File: config.mk
export PLATFORM = sky130hd
export DESIGN_NAME = pmd_power_ctrl
export DESIGN_NICKNAME = d
export VERILOG_FILES = /design/src/pmd_pkg.sv /design/src/pmd_tick_div.sv /design/src/pmd_power_ctrl.sv
export SDC_FILE = /design/constraint.sdc
export NUM_CORES = 1
export LEC_CHECK = 0
export BUFFER_PORTS_ARGS = -buffer_cell sky130_fd_sc_hd__buf_2
export CORE_MARGIN = 2
export CORE_UTILIZATION = 55
export CTS_BUF_LIST = sky130_fd_sc_hd__clkbuf_8
export DETAILED_ROUTE_END_ITERATION = 6
export PLACE_DENSITY = 0.78
export SLEW_MARGIN = 25
export SYNTH_ARGS = -nofsm -noshare
export SYNTH_HDL_FRONTEND = slang
export SYNTH_SLANG_ARGS = --single-unit
File: constraint.sdc
create_clock -name clk_i -period 4.1 [get_ports clk_i]
set_clock_uncertainty 0.2 [all_clocks]
set_input_delay 0.82 -clock clk_i [delete_from_list [all_inputs] [get_ports clk_i]]
set_output_delay 0.82 -clock clk_i [all_outputs]
set_load 0.02 [all_outputs]
File: src/pmd_pkg.sv
package pmd_pkg;

    // ------------------------------------------------------------
    // clock and timing
    // ------------------------------------------------------------
    localparam int CLK_HZ = 10_000_000;
    localparam int RUN_STEP_MS = 1;
    // hibernate tick period in ms, i.e. a 100Hz slow clock
    localparam int HIB_TICK_MS = 10;
    localparam int MS_CYCLES = CLK_HZ / 1000 * RUN_STEP_MS;
    localparam int HIB_CYCLES = CLK_HZ / 1000 * HIB_TICK_MS;

    // ------------------------------------------------------------
    // register map
    // ------------------------------------------------------------
    localparam logic [6:0] ADDR_SENSOR_CONFIG = 7'h12;
    localparam logic [6:0] ADDR_RUN_TO_REST1_COUNT = 7'h13;
    localparam logic [6:0] ADDR_REST1_PERIOD = 7'h14;
    localparam logic [6:0] ADDR_REST1_TO_REST2_COUNT = 7'h15;
    localparam logic [6:0] ADDR_REST2_PERIOD = 7'h16;
    localparam logic [6:0] ADDR_REST2_TO_REST3_COUNT = 7'h17;
    localparam logic [6:0] ADDR_REST3_PERIOD = 7'h18;
    localparam int NUM_REGS = 7;

    localparam logic [7:0] RST_SENSOR_CONFIG = 8'h26;
    localparam logic [7:0] RST_RUN_TO_REST1_COUNT = 8'h04;
    localparam logic [7:0] RST_REST1_PERIOD = 8'h01;
    localparam logic [7:0] RST_REST1_TO_REST2_COUNT = 8'h1f;
    localparam logic [7:0] RST_REST2_PERIOD = 8'h09;
    localparam logic [7:0] RST_REST2_TO_REST3_COUNT = 8'h2f;
    localparam logic [7:0] RST_REST3_PERIOD = 8'h31;
    localparam logic [7:0] UNMAPPED_READ = 8'h00;

    // config fields: bit 7 and reserved bit 4 are not stored
    localparam logic [7:0] CONFIG_MASK = 8'h6f;
    localparam int CPI_LSB = 5;
    localparam int AWAKE_BIT = 3;
    localparam int RUN_RATE_LSB = 0;
    localparam logic [2:0] RUN_RATE_MAX = 3'h6;
    localparam logic [8:0] RUN_BASE_MS = 9'h002;

    // inactivity multipliers, in frames per count unit
    localparam logic [15:0] RUN_FRAMES_PER_UNIT = 16'h0008;
    localparam logic [15:0] REST1_FRAMES_PER_UNIT = 16'h0010;
    localparam logic [15:0] REST2_FRAMES_PER_UNIT = 16'h0080;

    // decoded resolution in counts per inch
    localparam logic [11:0] CPI_400 = 12'h190;
    localparam logic [11:0] CPI_800 = 12'h320;
    localparam logic [11:0] CPI_1200 = 12'h4b0;
    localparam logic [11:0] CPI_1600 = 12'h640;

    // serial frame: 8 address bits then 8 data bits
    localparam logic [4:0] SPI_ADDR_BITS = 5'h08;
    localparam logic [4:0] SPI_FRAME_BITS = 5'h10;

    // ------------------------------------------------------------
    // types
    // ------------------------------------------------------------
    typedef enum logic [1:0] {
        PM_RUN,
        PM_REST1,
        PM_REST2,
        PM_REST3
    } pmd_mode_e;

    typedef struct packed {
        logic ncs_n;
        logic sclk;
        logic mosi;
    } pmd_spi_s;

endpackage

File: src/pmd_tick_div.sv
`timescale 1ns/1ps

// free-running divider giving a one-cycle pulse every CYCLES clocks
module pmd_tick_div #(
    parameter int CYCLES = 10
) (
    // clock and reset
    input wire logic clk_i,
    input wire logic reset_n_i,
    // tick
    output logic tick_o
);
    localparam int W = $clog2(CYCLES + 1);
    localparam logic [W-1:0] LAST = W'(CYCLES - 1);

    logic [W-1:0] cnt;

    // wrap counter; the pulse is registered so it is glitch free
    always_ff @(posedge clk_i or negedge reset_n_i) begin
        if (!reset_n_i) begin
            cnt <= '0;
            tick_o <= 1'b0;
        end else if (cnt == LAST) begin
            cnt <= '0;
            tick_o <= 1'b1;
        end else begin
            cnt <= cnt + 1'b1;
            tick_o <= 1'b0;
        end
    end
endmodule

File: src/pmd_power_ctrl.sv
`timescale 1ns/1ps

module pmd_power_ctrl
    import pmd_pkg::*;
#(
    parameter int MS_TICK_CYCLES = MS_CYCLES,
    parameter int HIB_TICK_CYCLES = HIB_CYCLES
) (
    // clock and reset
    input wire logic clk_i,
    input wire logic reset_n_i,
    // serial port
    input wire pmd_spi_s spi_i,
    output logic miso_o,
    output logic miso_oe_o,
    // motion and power state
    input wire logic motion_i,
    output pmd_mode_e power_mode_o,
    output logic frame_tick_o,
    // resolution
    output logic [1:0] cpi_select_o,
    output logic [11:0] cpi_value_o
);

    // ------------------------------------------------------------
    // serial slave
    // ------------------------------------------------------------
    logic sclk_q;
    logic sclk_rise;
    logic sclk_fall;
    logic [4:0] bit_cnt;
    logic [7:0] rx_sh;
    logic [7:0] tx_sh;
    logic [6:0] addr;
    logic is_write;
    logic wr_en;
    logic [7:0] wr_data;
    logic [7:0] rd_data;
    logic [7:0] regs [NUM_REGS];

    // pins are synchronous to clk, so a one-stage history gives the edges
    always_ff @(posedge clk_i or negedge reset_n_i) begin
        if (!reset_n_i) begin
            sclk_q <= 1'b0;
        end else begin
            sclk_q <= spi_i.sclk;
        end
    end

    assign sclk_rise = spi_i.sclk & ~sclk_q & ~spi_i.ncs_n;
    assign sclk_fall = ~spi_i.sclk & sclk_q & ~spi_i.ncs_n;

    // receive: msb first, sampled on rising edge
    always_ff @(posedge clk_i or negedge reset_n_i) begin
        if (!reset_n_i) begin
            bit_cnt <= '0;
            rx_sh <= '0;
            addr <= '0;
            is_write <= 1'b0;
        end else if (spi_i.ncs_n) begin
            bit_cnt <= '0;
        end else if (sclk_rise) begin
            rx_sh <= {rx_sh[6:0], spi_i.mosi};
            if (bit_cnt == SPI_ADDR_BITS - 5'h01) begin
                is_write <= rx_sh[6];
                addr <= {rx_sh[5:0], spi_i.mosi};
            end
            // frames may follow back to back inside one select
            bit_cnt <= (bit_cnt == SPI_FRAME_BITS - 5'h01) ? 5'h00 : bit_cnt + 5'h01;
        end
    end

    assign wr_en = sclk_rise & is_write & (bit_cnt == SPI_FRAME_BITS - 5'h01);
    assign wr_data = {rx_sh[6:0], spi_i.mosi};

    // transmit: load after the address byte, shift on falling edges
    always_ff @(posedge clk_i or negedge reset_n_i) begin
        if (!reset_n_i) begin
            tx_sh <= '0;
            miso_oe_o <= 1'b0;
        end else if (spi_i.ncs_n) begin
            miso_oe_o <= 1'b0;
        end else if (sclk_fall) begin
            if (bit_cnt == SPI_ADDR_BITS && !is_write) begin
                tx_sh <= rd_data;
                miso_oe_o <= 1'b1;
            end else if (bit_cnt > SPI_ADDR_BITS) begin
                tx_sh <= {tx_sh[6:0], 1'b0};
            end else begin
                miso_oe_o <= 1'b0;
            end
        end
    end

    assign miso_o = tx_sh[7];

    // ------------------------------------------------------------
    // register file
    // ------------------------------------------------------------
    logic in_map;
    logic [2:0] idx;

    assign in_map = (addr >= ADDR_SENSOR_CONFIG) && (addr <= ADDR_REST3_PERIOD);
    assign idx = 3'(addr - ADDR_SENSOR_CONFIG);

    // unmapped writes are dropped; config keeps only its defined bits
    always_ff @(posedge clk_i or negedge reset_n_i) begin
        if (!reset_n_i) begin
            regs[0] <= RST_SENSOR_CONFIG;
            regs[1] <= RST_RUN_TO_REST1_COUNT;
            regs[2] <= RST_REST1_PERIOD;
            regs[3] <= RST_REST1_TO_REST2_COUNT;
            regs[4] <= RST_REST2_PERIOD;
            regs[5] <= RST_REST2_TO_REST3_COUNT;
            regs[6] <= RST_REST3_PERIOD;
        end else if (wr_en && in_map) begin
            regs[idx] <= (idx == 3'h0) ? (wr_data & CONFIG_MASK) : wr_data;
        end
    end

    assign rd_data = in_map ? regs[idx] : UNMAPPED_READ;

    // ------------------------------------------------------------
    // configuration decode
    // ------------------------------------------------------------
    logic force_awake;
    logic [2:0] run_code;

    assign cpi_select_o = regs[0][CPI_LSB+:2];
    assign force_awake = regs[0][AWAKE_BIT];
    // code 7 is undefined; clamping keeps the period at the 8ms maximum
    assign run_code = (regs[0][RUN_RATE_LSB+:3] > RUN_RATE_MAX) ? RUN_RATE_MAX
                      : regs[0][RUN_RATE_LSB+:3];

    // decoded resolution, loaded by the same write as the select so the two never disagree
    always_ff @(posedge clk_i or negedge reset_n_i) begin
        if (!reset_n_i) begin
            cpi_value_o <= CPI_800;
        end else if (wr_en && in_map && idx == 3'h0) begin
            case (wr_data[CPI_LSB+:2])
                2'h0: cpi_value_o <= CPI_400;
                2'h1: cpi_value_o <= CPI_800;
                2'h2: cpi_value_o <= CPI_1200;
                default: cpi_value_o <= CPI_1600;
            endcase
        end
    end

    // ------------------------------------------------------------
    // frame timing
    // ------------------------------------------------------------
    logic ms_tick;
    logic hib_tick;
    logic base_tick;
    logic [8:0] period_ticks;
    logic [8:0] frame_cnt;
    logic mode_change;

    pmd_tick_div #(.CYCLES(MS_TICK_CYCLES)) u_ms_div (
        .clk_i(clk_i),
        .reset_n_i(reset_n_i),
        .tick_o(ms_tick)
    );

    pmd_tick_div #(.CYCLES(HIB_TICK_CYCLES)) u_hib_div (
        .clk_i(clk_i),
        .reset_n_i(reset_n_i),
        .tick_o(hib_tick)
    );

    // run counts 1ms ticks, rest modes count 10ms hibernate ticks
    always_comb begin
        case (power_mode_o)
            PM_RUN: begin
                base_tick = ms_tick;
                period_ticks = {6'h00, run_code} + RUN_BASE_MS;
            end
            PM_REST1: begin
                base_tick = hib_tick;
                period_ticks = {1'b0, regs[2]} + 9'h001;
            end
            PM_REST2: begin
                base_tick = hib_tick;
                period_ticks = {1'b0, regs[4]} + 9'h001;
            end
            default: begin
                base_tick = hib_tick;
                period_ticks = {1'b0, regs[6]} + 9'h001;
            end
        endcase
    end

    // frame period counter, restarted whenever the mode changes
    always_ff @(posedge clk_i or negedge reset_n_i) begin
        if (!reset_n_i) begin
            frame_cnt <= '0;
            frame_tick_o <= 1'b0;
        end else if (mode_change) begin
            frame_cnt <= '0;
            frame_tick_o <= 1'b0;
        end else if (base_tick && (frame_cnt + 9'h001 >= period_ticks)) begin
            frame_cnt <= '0;
            frame_tick_o <= 1'b1;
        end else begin
            frame_cnt <= base_tick ? frame_cnt + 9'h001 : frame_cnt;
            frame_tick_o <= 1'b0;
        end
    end

    // ------------------------------------------------------------
    // power mode and inactivity
    // ------------------------------------------------------------
    logic [15:0] idle_frames;
    logic [15:0] idle_limit;
    pmd_mode_e next_mode;
    logic step_down;

    // frames without motion before stepping down from the present mode
    always_comb begin
        case (power_mode_o)
            PM_RUN: idle_limit = 16'({8'h00, regs[1]} * RUN_FRAMES_PER_UNIT);
            PM_REST1: idle_limit = 16'({8'h00, regs[3]} * REST1_FRAMES_PER_UNIT);
            PM_REST2: idle_limit = 16'({8'h00, regs[5]} * REST2_FRAMES_PER_UNIT);
            default: idle_limit = 16'h0000;
        endcase
    end

    // a zero count disables the step, so a cleared register holds the present mode
    assign step_down = frame_tick_o && !force_awake && (idle_limit != 16'h0000)
                       && (idle_frames + 16'h0001 >= idle_limit);

    // next mode: motion and force awake override the idle step
    always_comb begin
        next_mode = power_mode_o;
        if (motion_i || force_awake) begin
            next_mode = PM_RUN;
        end else if (step_down) begin
            case (power_mode_o)
                PM_RUN: next_mode = PM_REST1;
                PM_REST1: next_mode = PM_REST2;
                PM_REST2: next_mode = PM_REST3;
                default: next_mode = PM_REST3;
            endcase
        end
    end

    assign mode_change = (next_mode != power_mode_o);

    // mode register and idle frame counter
    always_ff @(posedge clk_i or negedge reset_n_i) begin
        if (!reset_n_i) begin
            power_mode_o <= PM_RUN;
            idle_frames <= '0;
        end else begin
            power_mode_o <= next_mode;
            if (motion_i || mode_change) begin
                idle_frames <= '0;
            end else if (frame_tick_o && idle_frames != 16'hffff) begin
                idle_frames <= idle_frames + 16'h0001;
            end
        end
    end

endmodule

==> impl_metrics.yaml <==
outcome:
  status: "finished, final reports clean"
yosys:
  synthCells: 800
  synth_compound_area_frac: 0.0970
  ys_seq_elements: 153
  yosysWarningCount: 0
  synth-async-reset-ratio: 1.00
  ys_seq_area_frac: 0.448
  synth_ff_type: "dfrtp_1"
  syn_avg_cell_area_um2: 10.8
  synth.area.mux_share: 0.133
  synth_edf_count: 0
  synth_adder_area_share: 0.0625
  synth_area_um2: 8610
  synth.distinct_cells: 63
  synth_top_family_by_area: "simple AND/OR/NAND/NOR gates"
  synthSimpleGateAreaFrac: 0.157
  synth_xor_area_frac: 0.0692
clock_tree:
  cts_sinks: 153
  h-tree-depth: 4
  cts_buffers: 17
  root_buffer: "clkbuf_8"
  cts_tree: "built"
  clkTransAtPathRegs_ns: 0.09
  cts_buffer_depth: 2
  insertion_delay_ns: 0.47
  cts_hold_buf: 0
route:
  drt_wl_total_um: 17900
  dr_wl_met3_um: 909
  vias_per_cell: 5.79
  drc: 0
  ant_nets: 0
  dr_wl_met2_um: 8370
  vias: 6028
  dr.max_layer_used: "met4"
  first_pass_iters: 5
  wl_per_cell_um: 17.2
  drtIter0Drc: 592
  wl_met1_um: 8310
worst_setup_path:
  path_delay_family: "adder cells"
  crit_required_ns: 4.27
  r2r_slack_ns: 0.35
  worstPathCellList: "inv_1 -> ha_1 -> nor2_1 -> a21oi_1 -> ha_1 -> nand2_1 -> nor2_1 -> xnor2_1 -> nand2b_1 -> ha_1 -> and3_1 -> a22oi_1 -> nand2_1 -> a31oi_1 -> o21bai_1 -> a211oi_1"
  crit_path_end_kind: "flop"
  cp.arrival_ns: 3.92
  worst-path-buf-inv: 1
  worstSetupPathType: "reg -> reg"
  r2r-start: "power_mode_o[0]"
  cp_common_cell: "ha_1"
  critical-path-slowest-cell: "ha_1"
  cp-start-kind: "flop"
  r2r_cells: 16
  max_stage_delay_ns: 0.57
  crit_path_max_fanout: 13
  r2r-end: "frame_cnt[5]"
die:
  rows: 45
  fp.dieW_um: 129
  die_y_um: 129
  num_io_pins: 25
  coreArea_um2: 15300
  dieArea_um2: 16700
  initial_utilization: 0.564
sta:
  fin_crit_ns: 3.75
  rsz0062_at_grt: "false"
  finalCritPeriodShare: 0.915
  setup_tns_ns: 0
  setup_viol: 0
  fmax_mhz: 267
  slew_violations: 0
  slew_headroom: 0.436
  tightest_slew_ns: 0.839
  final-hold-violation-count: 0
  worst_slack_ns: 0.350
placed_design:
  dp_cells: 1010
  port_buffers: 19
  dp_slack_ns: 0.403
  hpwl_um: 12700
  gp_congestion: 0.904
  postPlaceCellArea_um2: 8890
power:
  p_per_area_nw_per_um2: 340
  vdd_ir_drop_max_mv: 0.216
  leakage_nw: 4.19
  fin_total_pwr_mw: 3.18
layout:
  antennaDiodeCount: 0
  drive_gt1_frac: 0.241
  area_growth_pct: 8.75
  layout.nets: 867
  fin_area_um2: 9360
  finalNonFillerCells: 1042
hold_path:
  hold_class: "in -> async"
grt:
  antenna_found_initial: 0
  grt_max_degree: 67
  track_usage: 0.231
  grt_pass1_wl_um: 30000
  grt_pass1_vias: 5845
  overflow: 0
run:
  maxCapViolations: 0
[synthesized netlist by cell type (5+ instances only)]
library cell  instances  area, um^2
nand3_1              24         120
and3_1               11        68.8
o21ai_0              19        95.1
mux4_2                7         158
buf_2                 6        30.0
mux2_2               77         867
xnor2_1              26         228
buf_4                 9        67.6
inv_1                20        75.1
nand4_1              12        75.1
nand2b_1             11        68.8
dfrtp_1             130        3250
nand2_2               7        43.8
or2_2                 8        50.1
a21oi_1              37         185
ha_1                 43         538
nor3b_1               5        37.5
nor2b_1               7        43.8
a22oi_1              10        75.1
nor3_1                9        45.0
a21o_1                5        37.5
o211ai_1              6        45.0
a221oi_1              8        70.1
a2111oi_0             7        61.3
mux2i_1               8        80.1
xor2_1               42         368
clkbuf_1             17        63.8
nand2_1              56         210
or3_1                 7        43.8
dfstp_2              23         604
nor2_1               77         289
[sequential cells by signal, indices dropped and copies added (netlist names)]
name              count
bit_cnt               5
cpi_value_o           6
u_ms_div.cnt         14
power_mode_o          2
force_awake           1
frame_cnt             9
cpi_select_o          2
regs                 53
addr                  7
sclk_q                1
u_ms_div.tick_o       1
frame_tick_o          1
u_hib_div.tick_o      1
rx_sh                 7
tx_sh                 8
miso_oe_o             1
idle_frames          16
u_hib_div.cnt        17
is_write              1
[cells in the final DEF (no fill, tap or decap), drive strengths merged, types with 8 or more instances in the layout]
cell | synthesis | layout
xnor2 | 26 | 26
or2 | 8 | 8
a21oi | 37 | 37
nand2b | 11 | 11
ha | 43 | 43
nand3 | 25 | 25
nand4 | 12 | 12
a221oi | 8 | 8
clkbuf | 17 | 18
nand2 | 63 | 63
mux4 | 8 | 8
dfrtp | 130 | 130
mux2i | 8 | 8
and3 | 11 | 11
nor2 | 77 | 77
xor2 | 42 | 42
nor3 | 13 | 13
mux2 | 78 | 78
inv | 20 | 25
o21ai | 22 | 22
buf | 21 | 33
dfstp | 23 | 23
a22oi | 10 | 10
[worst max path at each step]
stage,start,to,slack (ns),depth (start not counted)
after global routing,power_mode_o[0],frame_cnt[5],0.02,14
final,power_mode_o[0],frame_cnt[5],0.35,16
after CTS,power_mode_o[1],frame_cnt[5],0.32,15
after detailed placement,power_mode_o[1],frame_cnt[5],0.40,16
after global placement,power_mode_o[0],frame_cnt[2],0.54,14
after floorplan,power_mode_o[0],frame_cnt[2],0.32,17
[stage by stage]
stage	util	hold WS, ns
finish	0.613	0.127
global route	0.613	0.165
detailed placement	0.582	0.271
CTS	0.613	0.138
floorplan	-	0.251
global placement	0.582	0.261
[what timing repair did]
| item | 4_1_cts | 5_1_grt |
|---|---|---|
| resized for setup | 0 | 2 |
| endpoints found under the hold margin | 0 | 0 |
| buffers inserted | 0 | 0 |
| setup endpoints to repair | 0 | 8 |
[logic make-up (layout without fill, tap and decap cells)]
group                      Yosys count  count (layout)
DFF                                153             153
other                                1               5
and+or+nand+nor                    260             260
muxes                               94              94
xor gates and xnor gates            68              68
AOI/OAI and AO/OA                  123             123
buffers and inverters               58              85
adders and majority gates           43              43
[report_power, final]
group | leakage (nW) | total [mW] | internal (mW) | switching (mW)
logic | 1.96 | 0.214 | 0.0790 | 0.135
registers | 1.99 | 1.63 | 1.55 | 0.0862
clock network | 0.238 | 1.33 | 0.747 | 0.586
[layout make-up]
type | instances | area [um^2]
fillers | 1233 | 5900
multi-input cells | 593 | 4490
flip-flops and latches | 153 | 3860
well taps | 211 | 264
clock buffers | 18 | 248
clock inverters | 14 | 220
repair buffers | 33 | 206
inverters | 20 | 75.1
[per-layer routing]
layer  up-vias  global-route usage
met5         -                   0
met4         0              0.0748
met3        32              0.0462
met2       139               0.362
met1      2971               0.327
li1       2886                   -
[worst reg2reg max path, stage by stage (launching register included)]
cell and delay, ns:
dfrtp_1 0.51, inv_1 0.12, ha_1 0.57, nor2_1 0.08, a21oi_1 0.21, ha_1 0.25
nand2_1 0.07, nor2_1 0.13, xnor2_1 0.13, nand2b_1 0.08, ha_1 0.26, and3_1 0.17
a22oi_1 0.19, nand2_1 0.07, a31oi_1 0.18, o21bai_1 0.16, a211oi_1 0.27
Power figures use the tool's default switching activity.
